File: src/icr_params.svh
`ifndef ICR_PARAMS_SVH
`define ICR_PARAMS_SVH
// ==========================================================================
// io ports of the index/data pair
`define ICR_IDX_PORT 8'h22
`define ICR_DATA_PORT 8'h23
// ==========================================================================
// register indices
`define ICR_IDX_TIMING 8'h01
`define ICR_IDX_LOWER 8'h56
`define ICR_IDX_UPPER 8'h57
`define ICR_IDX_VIDEO 8'h58
`define ICR_IDX_SYNC 8'h59
// ==========================================================================
// reset values
`define ICR_RST_TIMING 8'hc0
`define ICR_RST_LOWER 8'h00
`define ICR_RST_UPPER 8'h00
`define ICR_RST_VIDEO 8'h00
`define ICR_RST_SYNC 8'h00
`define ICR_RST_BYTE 8'h00
`define ICR_UNMAPPED_READ 8'h00
// ==========================================================================
// implemented bits; the rest are reserved
`define ICR_MASK_TIMING 8'hff
`define ICR_MASK_LOWER 8'hf8
`define ICR_MASK_UPPER 8'hdf
`define ICR_MASK_VIDEO 8'h8f
`define ICR_MASK_SYNC 8'h01
// ==========================================================================
// field positions
`define ICR_TIM_IPC_WS 7:6
`define ICR_TIM_DMA16_WS 5:4
`define ICR_TIM_DMA8_WS 3:2
`define ICR_TIM_MEMR 1
`define ICR_TIM_DCLK 0
`define ICR_LOW_SENSE 7:3
`define ICR_UP_SENSE_HI 7:6
`define ICR_UP_SENSE_MID 4:1
`define ICR_UP_REFRESH 0
`define ICR_VID_EN 7
`define ICR_VID_SEL 3:0
`define ICR_SYNC_BYP 0
// ==========================================================================
// irq line positions and routing codes
`define ICR_IRQ_LOW 7:3
`define ICR_IRQ_HI 15:14
`define ICR_IRQ_MID 12:9
`define ICR_VID_MIN 4'h3
`define ICR_VID_RSV_A 4'h8
`define ICR_VID_RSV_B 4'hd
// ==========================================================================
// wait state counting: count is code plus one
`define ICR_WS_ONE 3'h1
`define ICR_WS_ZERO 3'h0
`endif

File: src/icr_pkg.sv
`default_nettype none
package icr_pkg;
  typedef logic [7:0] icr_byte_t;
  typedef enum logic [0:0] {
    ICR_IDLE = 1'b0,
    ICR_WAIT = 1'b1
  } icr_phase_t;
  typedef struct packed {
    icr_phase_t phase;
    icr_byte_t idx;
    icr_byte_t timing;
    icr_byte_t lower;
    icr_byte_t upper;
    icr_byte_t video;
    icr_byte_t sync;
    icr_byte_t rdata;
    logic ack;
    logic [2:0] ws_left;
    logic [2:0] sync_bypass_control;
    logic isa_filt;
    logic dma_div;
    logic dma_tick;
    logic portb_refresh;
  } icr_state_t;
  typedef struct packed {
    logic [15:0] irq;
  } icr_route_state_t;
endpackage : icr_pkg
`default_nettype wire

File: src/icr_cfg_regs.sv
// Summary of operation
// RULE1 - lower register bits 7..3 pick level (1) or edge (0) for irq7..3
// RULE2 - upper bits 7,6 and 4..1 pick sensing for irq15,14,12..9
// RULE3 - upper bit 0 enables isa refresh and the port b refresh toggle
// RULE4 - reserved bits ignore writes; they read back as zero here
// RULE5 - host writes index 01 to port 22h, then uses data port 23h
// RULE6 - timing bits 7..6 give 1..4 register access wait states
// RULE7 - timing bits 5..4 give 1..4 wait states for 16-bit dma
// RULE8 - timing bits 3..2 give 1..4 wait states for 8-bit dma
// RULE9 - timing bit 1 set: memory read strobe with io write, else later
// RULE10 - timing bit 0 clear halves the dma clock, set runs it full
// RULE11 - timing register resets to c0h
// RULE12 - video routing bit 7 connects the video interrupt, else none
// RULE13 - codes 3..7 and 9..12 route to that irq; reserved codes nowhere
// RULE14 - codes 14 and 15 route to irq14 and irq15
// RULE15 - sync bypass bit 0 set removes the pci/isa synchronizers; here it only drives sync_bypass_o, the isa clock flops stay in use
// RULE16 - software should bypass only when isa clock comes from pci clock
`include "icr_params.svh"
`default_nettype none
module icr_cfg_regs (
  input wire logic clk_i,
  input wire logic srst_i,
  input wire logic [7:0] io_addr_i,
  input wire logic io_wr_i,
  input wire logic io_rd_i,
  input wire icr_pkg::icr_byte_t io_wdata_i,
  output icr_pkg::icr_byte_t io_rdata_o,
  output logic io_ack_o,
  input wire logic isa_bus_clock_i,
  input wire logic refresh_req_i,
  input wire logic video_module_interrupt_i,
  output logic [15:0] irq_level_sense_o,
  output logic refresh_enable_o,
  output logic portb_refresh_o,
  output logic [1:0] ipc_ws_code_o,
  output logic [1:0] dma16_ws_code_o,
  output logic [1:0] dma8_ws_code_o,
  output logic memr_with_iow_o,
  output logic dma_clk_full_o,
  output logic dma_clk_tick_o,
  output logic sync_bypass_o,
  output logic [15:0] video_irq_o
);
  import icr_pkg::*;
  icr_state_t q;
  icr_state_t next_q;
  logic isa_rise;
  logic hit_idx;
  logic hit_data;
  // ==========================================================================
  // register read mux; reserved positions read as zero
  function automatic icr_byte_t read_reg(input icr_byte_t idx,
                                         input icr_state_t s);
    icr_byte_t r;
    r = `ICR_UNMAPPED_READ;
    unique case (idx)
      `ICR_IDX_TIMING: r = s.timing;
      `ICR_IDX_LOWER: r = s.lower & `ICR_MASK_LOWER; // RULE4
      `ICR_IDX_UPPER: r = s.upper & `ICR_MASK_UPPER; // RULE4
      `ICR_IDX_VIDEO: r = s.video & `ICR_MASK_VIDEO; // RULE4
      `ICR_IDX_SYNC: r = s.sync & `ICR_MASK_SYNC; // RULE4
      default: r = `ICR_UNMAPPED_READ;
    endcase
    return r;
  endfunction
  // ==========================================================================
  // masked merge keeps reserved bits untouched by writes
  function automatic icr_byte_t merge(input icr_byte_t old_v,
                                      input icr_byte_t new_v,
                                      input icr_byte_t mask);
    return (new_v & mask) | (old_v & ~mask); // RULE4
  endfunction
  // ==========================================================================
  // io decode
  assign hit_idx = (io_addr_i == `ICR_IDX_PORT);
  assign hit_data = (io_addr_i == `ICR_DATA_PORT);
  // ==========================================================================
  // isa clock edge: second and third flops must agree before it counts,
  // the first flop only feeds the second
  assign isa_rise = (q.sync_bypass_control[1] == q.sync_bypass_control[2]) &&
                    (q.sync_bypass_control[1] != q.isa_filt) && q.sync_bypass_control[1];
  // ==========================================================================
  // next state
  always_comb begin
    next_q = q;
    next_q.ack = 1'b0;
    next_q.dma_tick = 1'b0;
    next_q.sync_bypass_control = {q.sync_bypass_control[1:0], isa_bus_clock_i};
    if (q.sync_bypass_control[1] == q.sync_bypass_control[2]) begin
      next_q.isa_filt = q.sync_bypass_control[1];
    end
    // dma clock: every isa edge, or every other one when halved
    if (isa_rise) begin
      if (q.timing[`ICR_TIM_DCLK]) begin
        next_q.dma_tick = 1'b1; // RULE10
      end else begin
        next_q.dma_div = ~q.dma_div; // RULE10
        next_q.dma_tick = q.dma_div; // RULE10
      end
    end
    // refresh indicator only moves while refresh is on
    if (q.upper[`ICR_UP_REFRESH] && refresh_req_i) begin
      next_q.portb_refresh = ~q.portb_refresh; // RULE3
    end
    unique case (q.phase)
      ICR_IDLE: begin
        if ((io_wr_i || io_rd_i) && hit_idx) begin
          if (io_wr_i) begin
            next_q.idx = io_wdata_i; // RULE5
          end
          if (io_rd_i) begin
            next_q.rdata = q.idx;
          end
          next_q.ack = 1'b1;
        end else if ((io_wr_i || io_rd_i) && hit_data) begin
          if (io_rd_i) begin
            next_q.rdata = read_reg(q.idx, q);
          end
          if (io_wr_i) begin
            unique case (q.idx)
              `ICR_IDX_TIMING: begin
                next_q.timing = merge(q.timing, io_wdata_i,
                                      `ICR_MASK_TIMING); // RULE5
              end
              `ICR_IDX_LOWER: begin
                next_q.lower = merge(q.lower, io_wdata_i,
                                     `ICR_MASK_LOWER); // RULE1
              end
              `ICR_IDX_UPPER: begin
                next_q.upper = merge(q.upper, io_wdata_i,
                                     `ICR_MASK_UPPER); // RULE2
              end
              `ICR_IDX_VIDEO: begin
                next_q.video = merge(q.video, io_wdata_i,
                                     `ICR_MASK_VIDEO); // RULE12
              end
              `ICR_IDX_SYNC: begin
                next_q.sync = merge(q.sync, io_wdata_i,
                                    `ICR_MASK_SYNC); // RULE15
              end
              default: begin
                next_q.sync = q.sync;
              end
            endcase
          end
          // wait states use the setting in force before this access
          next_q.ws_left = {1'b0, q.timing[`ICR_TIM_IPC_WS]} +
                           `ICR_WS_ONE; // RULE6
          next_q.phase = ICR_WAIT;
        end
      end
      ICR_WAIT: begin
        // accesses arriving while busy are dropped, not queued
        if (isa_rise) begin
          if (q.ws_left == `ICR_WS_ONE) begin
            next_q.ack = 1'b1; // RULE6
            next_q.ws_left = `ICR_WS_ZERO;
            next_q.phase = ICR_IDLE;
          end else begin
            next_q.ws_left = q.ws_left - `ICR_WS_ONE; // RULE6
          end
        end
      end
    endcase
    if (srst_i) begin
      next_q.phase = ICR_IDLE;
      next_q.idx = `ICR_RST_BYTE;
      next_q.timing = `ICR_RST_TIMING; // RULE11
      next_q.lower = `ICR_RST_LOWER;
      next_q.upper = `ICR_RST_UPPER;
      next_q.video = `ICR_RST_VIDEO;
      next_q.sync = `ICR_RST_SYNC; // RULE15
      next_q.rdata = `ICR_RST_BYTE;
      next_q.ack = 1'b0;
      next_q.ws_left = `ICR_WS_ZERO;
      next_q.sync_bypass_control = 3'h0;
      next_q.isa_filt = 1'b0;
      next_q.dma_div = 1'b0;
      next_q.dma_tick = 1'b0;
      next_q.portb_refresh = 1'b0;
    end
  end
  always_ff @(posedge clk_i) begin
    q <= next_q;
  end
  // ==========================================================================
  // outputs
  assign io_rdata_o = q.rdata;
  assign io_ack_o = q.ack;
  always_comb begin
    irq_level_sense_o = 16'h0000;
    irq_level_sense_o[`ICR_IRQ_LOW] = q.lower[`ICR_LOW_SENSE]; // RULE1
    irq_level_sense_o[`ICR_IRQ_HI] = q.upper[`ICR_UP_SENSE_HI]; // RULE2
    irq_level_sense_o[`ICR_IRQ_MID] = q.upper[`ICR_UP_SENSE_MID]; // RULE2
  end
  assign refresh_enable_o = q.upper[`ICR_UP_REFRESH]; // RULE3
  assign portb_refresh_o = q.portb_refresh;
  assign ipc_ws_code_o = q.timing[`ICR_TIM_IPC_WS]; // RULE6
  assign dma16_ws_code_o = q.timing[`ICR_TIM_DMA16_WS]; // RULE7
  assign dma8_ws_code_o = q.timing[`ICR_TIM_DMA8_WS]; // RULE8
  assign memr_with_iow_o = q.timing[`ICR_TIM_MEMR]; // RULE9
  assign dma_clk_full_o = q.timing[`ICR_TIM_DCLK]; // RULE10
  assign dma_clk_tick_o = q.dma_tick;
  // software is expected to set this only with a pci-derived isa clock
  assign sync_bypass_o = q.sync[`ICR_SYNC_BYP]; // RULE15 RULE16
  // ==========================================================================
  // video interrupt routing
  icr_vmi_router u_router (
    .clk_i(clk_i),
    .srst_i(srst_i),
    .video_module_interrupt_i(video_module_interrupt_i),
    .enable_i(q.video[`ICR_VID_EN]),
    .select_i(q.video[`ICR_VID_SEL]),
    .irq_o(video_irq_o)
  );
endmodule // icr_cfg_regs
`default_nettype wire

File: src/icr_vmi_router.sv
`include "icr_params.svh"
`default_nettype none
module icr_vmi_router (
  input wire logic clk_i,
  input wire logic srst_i,
  input wire logic video_module_interrupt_i,
  input wire logic enable_i,
  input wire logic [3:0] select_i,
  output logic [15:0] irq_o
);
  import icr_pkg::*;
  icr_route_state_t q;
  icr_route_state_t next_q;
  logic valid;
  logic [15:0] hit;
  // ========================================================================
  // code decode
  // reserved codes must never drive a line
  assign valid = (select_i >= `ICR_VID_MIN) &&
                 (select_i != `ICR_VID_RSV_A) &&
                 (select_i != `ICR_VID_RSV_B); // RULE13 RULE14
  genvar i;
  generate
    for (i = 0; i < 16; i++) begin : g_line
      assign hit[i] = valid && (select_i == 4'(i)); // RULE13 RULE14
    end
  endgenerate
  // ========================================================================
  // state
  always_comb begin
    next_q = q;
    if (enable_i && video_module_interrupt_i) begin
      next_q.irq = hit; // RULE12
    end else begin
      next_q.irq = 16'h0000; // RULE12
    end
    if (srst_i) begin
      next_q.irq = 16'h0000;
    end
  end
  always_ff @(posedge clk_i) begin
    q <= next_q;
  end
  assign irq_o = q.irq;
endmodule // icr_vmi_router
`default_nettype wire

File: config.mk
export PLATFORM = sky130hd
export DESIGN_NAME = icr_cfg_regs
export DESIGN_NICKNAME = d
export VERILOG_FILES = /design/src/icr_pkg.sv /design/src/icr_cfg_regs.sv /design/src/icr_vmi_router.sv
export VERILOG_INCLUDE_DIRS = /design/src
export SDC_FILE = /design/constraint.sdc
export NUM_CORES = 1
export LEC_CHECK = 0
export BUFFER_PORTS_ARGS = -buffer_cell sky130_fd_sc_hd__buf_2
export CORE_MARGIN = 4
export CORE_UTILIZATION = 53
export DETAILED_ROUTE_END_ITERATION = 10
export PLACE_DENSITY_LB_ADDON = 0.08
export SYNTH_ARGS = -nofsm -noshare
export SYNTH_HDL_FRONTEND = slang
export SYNTH_SLANG_ARGS = --single-unit
File: constraint.sdc
create_clock -name clk_i -period 2.3 [get_ports clk_i]
set_input_delay 0.575 -clock clk_i [delete_from_list [all_inputs] [get_ports clk_i]]
set_output_delay 0.575 -clock clk_i [all_outputs]
set_load 0.03 [all_outputs]
**After elaboration in Yosys (flattened, before gate mapping)**

Index checks and enable logic that the tools add are counted.

- Output and inout bits: 53
- Word-level logic and storage cells: 118
- Bits in registers: 84
- Bits of input ports: 23

- Equal/unequal tests: 32
- Muxes and demuxes: 18
- Magnitude comparators: 1
- Add/subtract/negate cells: 2
- Reductions and logical operators: 38
- Bitwise logic cells: 11

Operators by type and width:

| operator | number |
|---|---|
| $pmux W8 S5 | 1 |
| $eq A4 B4 Y1 const B | 8 |
| $eq A8 B7 Y1 const B | 4 |
| $mux W8 | 4 |
| $reduce_and A5 Y1 | 5 |
| $logic_and A1 B1 Y1 | 24 |
| $eq A4 B3 Y1 const B | 4 |
| $eq A8 B6 Y1 const B | 2 |
| $mux W3 | 3 |
| $eq A4 B2 Y1 const B | 2 |
| $eq A8 B1 Y1 const B | 1 |
| $ne A2 B2 Y1 const B | 4 |
| $ne A4 B4 Y1 const B | 2 |
| $or A1 B8 Y8 | 1 |
| $or A8 B3 Y8 | 1 |
| $or A8 B6 Y8 | 1 |
| $or A8 B7 Y8 | 1 |
| $pmux W4 S2 | 1 |
| $mux W1 | 7 |
| $not A1 Y1 | 7 |
| $reduce_and A3 Y1 | 2 |
| $eq A4 B1 Y1 const B | 1 |
| $ge A4 B2 Y1 const B | 1 |
| $logic_not A4 Y1 | 1 |
| 13 further kinds | 14 |

**Depth between registers and ports, before layout**

Gate-level depths: netlist of the first run.

- Depth in word-level cells: 5
- Gate-level depth with buffers: 7

**Modules after synthesis**

A second synthesis of the first run with hierarchy kept.

- Cell total of the unflattened synthesis: 355
- Area total of the unflattened synthesis: 3,161.8 µm²

By module, submodules not included:

| module | seq. area each (µm²) | area an instance (µm²) | cells each | times used |
|---|---|---|---|---|
| icr_cfg_regs | 1,081.0 | 2,698.8 | 319 | 1 |
| icr_vmi_router | 320.3 | 462.9 | 36 | 1 |

**Worst setup path after synthesis of the first run**

OpenSTA, ideal clock, no wires.

- Path type: input -> register
- Start point: input io_addr_i[4]
- End point: register q[30] in the netlist's numbering
- Path slack: 0.221 ns
- Data arrival time: 1.951 ns
- Buffers on the path: 0
- Library setup time: 0.128 ns
- Stages on the path: 5
- Path through: or4b_4 > nor4_4 > nand3_2 > mux2i_1 > nor2_1

- Cells in the longest elaborated chain, start to end: 4

RTL lines:

| what | RTL line | text |
|---|---|---|
| start: declaration | icr_cfg_regs.sv:23 | `input wire logic [7:0] io_addr_i,` |
| $eq A8 B6 Y1 (no line) | n/a |  |
| $logic_and A1 B1 Y1 | icr_cfg_regs.sv:107 | `if ((io_wr_i \|\| io_rd_i) && hit_idx) begin` |
| $not A1 Y1 (no line) | n/a |  |
| $reduce_and A5 Y1 (no line) * | n/a |  |
| end signal: assignment | icr_cfg_regs.sv:184 | `q <= next_q;` |
| end: declaration | icr_cfg_regs.sv:45 | `icr_state_t q;` |

Every way passes the cells marked *; elsewhere a longest branch is shown, timed or not.
A chain may end at the register's enable or synchronous reset.

**Worst setup path after layout of the first run**

- Start point: input io_addr_i[4]
- End point: register q (netlist bit io_rdata_o[1])

- Cells in the longest elaborated chain, start to end: 4

RTL lines:

| what | RTL line |
|---|---|
| $eq A8 B6 Y1 (no line) | n/a |
| $logic_and A1 B1 Y1, on equally long branches | icr_cfg_regs.sv:115, icr_cfg_regs.sv:107 |
| $ne A2 B2 Y1 (no line) / $reduce_bool A2 Y1 (equally long branches) | n/a |
| $reduce_and A4 Y1 (no line) | n/a |

Several ways; a longest one is shown, not always the timed one.

==> run metrics, run 1 <==
status finished, final reports clean; cell area after synthesis roughly 3100 sq um; IO Count 76; sequential-to-total area share from yosys stat a little under half; upper clock frequency limit 0.497 GHz; clock buffers created by TritonCTS 9; DRC violation total after the first TritonRoute iteration approximately 170; CTS tree done; core area 5570 sq um; synthesis-to-finish area growth 13.9%; kind of end point of the critical path register; height of the chip around 84 um; drt total wl between 6000 and 7000 um; clk_skew approximately 0.0041 ns; worst-case vdd ir drop between 0.0004 and 0.0005 V; Root Driver sky130_fd_sc_hd__clkbuf_8; CP Max Fanout 8; first-pass GRT wire length 11600 um; overall power after layout 2.26 mW; quantity of hold-fixing buffers added after cts 0; clk slew on worst S/H paths roughly 0.07 ns; fin crit period 2.01 ns; relative max-transition margin between 60% and 70%; origin of the worst min-delay path q[4]; Routed Antenna Nets 0; critical path startpoint category input port; top cells by area in the synthesized netlist sky130_fd_sc_hd__dfxtp_1 (46%), sky130_fd_sc_hd__buf_4 (7.8%), sky130_fd_sc_hd__nor2_1 (5.6%); type of the worst setup path in -> reg; First-pass DRT Iterations 4; Synth warnings 0; share of final-layout standard cells stronger than drive strength 1 25.4%; half-perimeter wire length of the detailed placement result slightly above 5000 um; largest net degree at the start of global routing 57; overall die width between 80 and 90 um; Static Leakage around 1.5 nW; total count of max-transition violations in the final report 0; number of antenna violations at the first check in global routing 0; first element of the critical path io_addr_i[4]; number of sinks on the clock net 70; worst min-delay path category reg -> reg; Distinct cells, synth 45; total global routing overflow 0; final cell area excluding filler cells roughly 3500 sq um; setup repair after global routing missed its margin false; antenna diode count 0; Yosys top cell area share roughly 46%; vias in the first global route 2349; launching point of the worst reg2reg path q[59]; number of port buffers 70; synthesized instance count 347; cell area power density about 650 nW/um^2; final routed DRC violation total 0; Resize count post-CTS 0; fill cell total of the finished layout 510; measured slew at the worst slew-check pin ~0.57 ns; detail-routed net length per standard cell approximately 15 um; initial cell density of the core approximately 55%; crit path DAT between 2 and 2.5 ns; H-Tree Depth 3; Vias per Instance 5.29; Worst EP required about 2.5 ns; Cell Area, Placed 3310 sq um; number of synthesized register bits 70; vias 2506; cell accounting for the most synthesized area sky130_fd_sc_hd__dfxtp_1; Post-CTS Setup Repair Bufs 0; count of maximum capacitance violations 0; gpl congestion 0.805; worst-skew pair later-pin latency roughly 0.34 ns; cell row count 27; global routing usage summed across all routing layers between 20% and 30%; flop-to-flop setup slack around 0.37 ns; final net count around 420; fraction of the cycle the final worst path needs around 88%; post-synthesis average cell area around 8.8 sq um; final hold viol count 0; Max clock buf depth 2; setup violation total in the final timing report 0; Die Area between 7000 and 8000 sq um
metrics by stage:
step	util (%)	std cells	hold slack (ns)	TNS, ns	setup slack, ns
global route	62.7	474	0.466	0	0.227
finish	62.7	474	0.440	0	0.287
floorplan	-	356	0.414	0	0.221
CTS	62.7	474	0.435	0	0.292
global placement	59.3	459	0.417	-0.226	-0.0474
detailed placement	59.3	459	0.429	-0.336	-0.0495
cells by family (layout without fill, tap and decap cells):
group           Yosys count  count (layout)  synth area share [%]
compound gates           62              62                  13.0
xor+xnor                  1               1                 0.286
fa+ha+maj                 3               3                  1.22
buf+inv                  51              97                  10.5
flops                    70              70                  45.7
mux                      15              15                  4.89
other cells               1              10                 0.122
simple gates            144             144                  24.3
final cells by class:
| cell class | instances | area, sq um | area share [%] |
|---|---|---|---|
| Timing Repair Buffer | 78 | 423 | 12.1 |
| Sequential cell | 70 | 1400 | 40.1 |
| Clock inverter | 4 | 47.5 | 1.36 |
| Clock buffer | 11 | 141 | 4.04 |
| Inverter | 4 | 15.0 | 0.429 |
| Multi-Input combinational cell | 235 | 1380 | 39.4 |
| Tap cell | 72 | 90.1 | 2.58 |
worst max-delay path: stages:
cell and delay [ns]:
sky130_fd_sc_hd__buf_2 0.10, sky130_fd_sc_hd__or4b_4 0.57, sky130_fd_sc_hd__nor3b_1 0.30, sky130_fd_sc_hd__o21ba_2 0.27
sky130_fd_sc_hd__a221oi_1 0.32, sky130_fd_sc_hd__nor3_1 0.09
layer usage:
layer / routed length (um) / vias to the layer above / track usage, %
li1: - / 1282 / -
met1: 3390 / 1141 / 28.6
met4: 60 / 0 / 8.92
met3: 401 / 6 / 4.44
met2: 3140 / 77 / 30.3
met5: 0 / - / 0
state kept, by name, summed over array words and instances, names as in the netlist:
| name | count |
|---|---|
| q | 22 |
| u_router.irq_o | 16 |
| irq_level_sense_o | 11 |
| io_rdata_o | 8 |
| dma16_ws_code_o | 2 |
| dma8_ws_code_o | 2 |
| ipc_ws_code_o | 2 |
| dma_clk_full_o | 1 |
| dma_clk_tick_o | 1 |
| io_ack_o | 1 |
| memr_with_iow_o | 1 |
| portb_refresh_o | 1 |
| refresh_enable_o | 1 |
| sync_bypass_o | 1 |
power breakdown:
part / switching, mW / total (mW) / internal, mW
clock: 0.425 / 0.946 / 0.521
combinational: 0.0643 / 0.0908 / 0.0265
sequential: 0.00276 / 1.22 / 1.22
Yosys cell counts:
cell type,n
sky130_fd_sc_hd__a211oi_1,5
sky130_fd_sc_hd__a21oi_1,31
sky130_fd_sc_hd__a221o_1,3
sky130_fd_sc_hd__a221oi_1,6
sky130_fd_sc_hd__a22o_1,5
sky130_fd_sc_hd__a22oi_1,2
sky130_fd_sc_hd__and2_1,2
sky130_fd_sc_hd__and3_1,4
sky130_fd_sc_hd__and3b_1,1
sky130_fd_sc_hd__and4b_1,2
sky130_fd_sc_hd__and4bb_2,1
sky130_fd_sc_hd__buf_1,2
sky130_fd_sc_hd__buf_2,3
sky130_fd_sc_hd__buf_4,32
sky130_fd_sc_hd__buf_6,1
sky130_fd_sc_hd__clkbuf_1,9
sky130_fd_sc_hd__conb_1,1
sky130_fd_sc_hd__dfxtp_1,70
sky130_fd_sc_hd__ha_1,3
sky130_fd_sc_hd__inv_1,4
sky130_fd_sc_hd__mux2i_1,15
sky130_fd_sc_hd__nand2_1,30
sky130_fd_sc_hd__nand2_4,1
sky130_fd_sc_hd__nand2b_1,2
sky130_fd_sc_hd__nand3_1,20
sky130_fd_sc_hd__nand3_2,1
sky130_fd_sc_hd__nand3b_1,3
sky130_fd_sc_hd__nand4_1,1
sky130_fd_sc_hd__nand4b_1,1
sky130_fd_sc_hd__nand4bb_1,1
sky130_fd_sc_hd__nor2_1,46
sky130_fd_sc_hd__nor2b_1,5
sky130_fd_sc_hd__nor3_1,12
sky130_fd_sc_hd__nor3b_1,2
sky130_fd_sc_hd__nor4_1,2
sky130_fd_sc_hd__nor4_2,1
sky130_fd_sc_hd__nor4_4,1
sky130_fd_sc_hd__nor4b_1,1
sky130_fd_sc_hd__o21ai_0,7
sky130_fd_sc_hd__o21ba_2,2
sky130_fd_sc_hd__o32ai_1,1
sky130_fd_sc_hd__or3_1,1
sky130_fd_sc_hd__or3b_2,2
sky130_fd_sc_hd__or4b_4,1
sky130_fd_sc_hd__xor2_1,1
cells in the final DEF, fill, tap and decap left out, types with 2 or more instances in the layout:
master,count
sky130_fd_sc_hd__or3b_2,2
sky130_fd_sc_hd__nor2b_1,5
sky130_fd_sc_hd__nand2_1,30
sky130_fd_sc_hd__clkbuf_8,10
sky130_fd_sc_hd__nand3_1,20
sky130_fd_sc_hd__a22o_1,5
sky130_fd_sc_hd__ha_1,3
sky130_fd_sc_hd__buf_2,70
sky130_fd_sc_hd__dfxtp_1,70
sky130_fd_sc_hd__nor4_1,2
sky130_fd_sc_hd__nor2_1,46
sky130_fd_sc_hd__and4b_1,2
sky130_fd_sc_hd__o21ba_2,2
sky130_fd_sc_hd__nor3_1,12
sky130_fd_sc_hd__mux2i_1,15
sky130_fd_sc_hd__nor3b_1,2
sky130_fd_sc_hd__a211oi_1,5
sky130_fd_sc_hd__inv_1,4
sky130_fd_sc_hd__o21ai_0,7
sky130_fd_sc_hd__and2_1,2
sky130_fd_sc_hd__buf_4,7
sky130_fd_sc_hd__a21oi_1,31
sky130_fd_sc_hd__nand2b_1,2
sky130_fd_sc_hd__and3_1,4
sky130_fd_sc_hd__nand3b_1,3
sky130_fd_sc_hd__a221oi_1,6
sky130_fd_sc_hd__clkinv_2,2
sky130_fd_sc_hd__a221o_1,3
sky130_fd_sc_hd__conb_1,10
sky130_fd_sc_hd__a22oi_1,2
worst paths after layout:
check	end	cells past startpoint
setup / recovery	io_rdata_o[1]	6
hold / removal	q[5]	1
setup reg to reg	io_rdata_o[1]	5
hold reg to reg	q[5]	1
(Power assumes the default switching activity.)
==> run 2, diff against run 1 <==
--- a/config.mk
+++ b/config.mk
@@ -7,6 +7,7 @@
 export NUM_CORES = 1
 export LEC_CHECK = 0
 export BUFFER_PORTS_ARGS = -buffer_cell sky130_fd_sc_hd__buf_2
+export CORE_ASPECT_RATIO = 0.7
 export CORE_MARGIN = 4
 export CORE_UTILIZATION = 53
 export DETAILED_ROUTE_END_ITERATION = 10
==> run metrics, run 2 (synthesized netlist as in run 1, its figures left out) <==
Static Leakage 1.52 nW (-1.0%); height of the chip 71.7 um (-15%); First-pass DRT Iterations 4 (unchanged); status finished, final reports clean; cell area power density 627 nW/um^2 (-3.0%); CP Max Fanout 8 (unchanged); initial cell density of the core 56.6% (+1.5 points); setup repair after global routing missed its margin false; core area 5420 sq um (-2.7%); upper clock frequency limit 0.488 GHz (-1.7%); Routed Antenna Nets 0 (unchanged); total global routing overflow 0 (unchanged); clk slew on worst S/H paths 0.08 ns (about the same); DRC violation total after the first TritonRoute iteration 181 (+5.2%); number of sinks on the clock net 70 (unchanged); launching point of the worst reg2reg path q[59]; synthesis-to-finish area growth 13.4%; share of final-layout standard cells stronger than drive strength 1 25.6% (+0.19 points); setup violation total in the final timing report 0 (unchanged); flip-flop count of the largest register, all copies and words added 22 (unchanged); number of antenna violations at the first check in global routing 0 (unchanged); H-Tree Depth 3 (unchanged); Final Worst Setup Slack 0.252 ns (-0.0345 ns); vias 2551 (+1.8%); clk_skew 0.0109 ns (+0.00683 ns); clock buffers created by TritonCTS 9 (unchanged); relative max-transition margin 62.1% (-0.18 points); global routing usage summed across all routing layers 20.4% (-0.11 points); gpl congestion 0.853 (+5.9%); antenna diode count 0 (unchanged); overall die width 98.9 um (+18%); quantity of hold-fixing buffers added after cts 0 (unchanged); final cell area excluding filler cells 3480 sq um (-0.47%); Setup WS pre-CTS -0.0813 ns (-0.0318 ns); capturing instance or port of the critical path io_rdata_o[2]; detail-routed net length per standard cell 15.0 um (+2.0%); Root Driver sky130_fd_sc_hd__clkbuf_8; Die Area 7090 sq um (+0.28%); vias in the first global route 2345 (-0.17%); first-pass GRT wire length 11600 um (about the same); Worst EP required 2.51 ns (about the same); flop-to-flop setup slack 0.34 ns (-0.03 ns); final net count 424 (unchanged); first element of the critical path io_addr_i[4]; terminus of the critical flop-to-flop path io_rdata_o[2]; half-perimeter wire length of the detailed placement result 5180 um (+2.6%); drt total wl 7140 um (+2.2%); critical path startpoint category input port; Top reg by flops q; Resize count post-CTS 0 (unchanged); number of port buffers 70 (unchanged); Vias per Instance 5.37 (+1.6%); Cell Area, Placed 3310 sq um (unchanged); total count of max-transition violations in the final report 0 (unchanged); CTS tree done; Post-CTS Setup Repair Bufs 0 (unchanged); final routed DRC violation total 0 (unchanged); type of the worst setup path in -> reg; cell row count 22 (-19%); number of cells on the worst reg-to-reg path 5 (unchanged); worst-case vdd ir drop 0.000398 V (-5.9%); worst min-delay path category in -> reg; worst-skew pair later-pin latency 0.34 ns (about the same); worst hold-check slack 0.440 ns (-0.000529 ns); kind of end point of the critical path register; Max clock buf depth 2 (unchanged); measured slew at the worst slew-check pin 0.569 ns (+0.00275 ns); IO Count 76 (unchanged); crit path DAT 2.25 ns (+0.03 ns); final hold viol count 0 (unchanged); fraction of the cycle the final worst path needs 89.0% (+1.5 points); most frequent cells in the layout sky130_fd_sc_hd__dfxtp_1 (70), sky130_fd_sc_hd__buf_2 (70), sky130_fd_sc_hd__nor2_1 (46); count of maximum capacitance violations 0 (unchanged); fill cell total of the finished layout 495 (-2.9%); fin crit period 2.05 ns (+0.0345 ns); largest net degree at the start of global routing 57 (unchanged)
-- run 2: critical path, cell delays in order --
cell and delay [ns]:
sky130_fd_sc_hd__buf_2 0.09, sky130_fd_sc_hd__or4b_4 0.57, sky130_fd_sc_hd__nor3_1 0.31, sky130_fd_sc_hd__nand2_1 0.26, sky130_fd_sc_hd__a221oi_1 0.36, sky130_fd_sc_hd__nor3_1 0.09
-- run 2: area by class of cell --
cell class | instances | area, sq um | area share, %
Clock inverter | 6 | 45.0 | 1.29
Multi-Input combinational cell | 235 | 1380 | 39.6
Tap cell | 72 | 90.1 | 2.59
Sequential cell | 70 | 1400 | 40.3
Inverter | 4 | 15.0 | 0.431
Clock buffer | 10 | 128 | 3.67
Timing Repair Buffer | 78 | 423 | 12.2
-- run 2: layer usage --
| metal | wire length [um] | up-vias | GRT usage [%] |
|---|---|---|---|
| li1 | - | 1280 | - |
| met1 | 3550 | 1163 | 30.2 |
| met2 | 2890 | 106 | 28.4 |
| met3 | 685 | 2 | 6.71 |
| met4 | 19 | 0 | 4.85 |
| met5 | 0 | - | 0 |
-- run 2: worst min-delay path by stage --
stage / from / to / slack (ns) / cells past startpoint
global placement: q[4] / q[5] / 0.42 / 1
CTS: isa_bus_clock_i / q[4] / 0.43 / 2
floorplan: q[4] / q[5] / 0.41 / 1
finish: isa_bus_clock_i / q[4] / 0.44 / 2
global route: isa_bus_clock_i / q[4] / 0.46 / 2
detailed placement: q[4] / q[5] / 0.43 / 1
-- run 2: through the flow --
step	setup TNS (ns)	util, %	total power [mW]	instances
floorplan	0	-	1.31	356
global placement	-0.229	61.0	1.34	459
detailed placement	-0.329	61.0	1.34	459
CTS	0	64.2	2.20	475
global route	0	64.2	2.27	475
finish	0	64.2	2.18	475
-- run 2: power by group --
group / switching, mW / internal [mW]
Clock: 0.474 / 0.397
Combinational: 0.0638 / 0.0265
Sequential: 0.00274 / 1.22
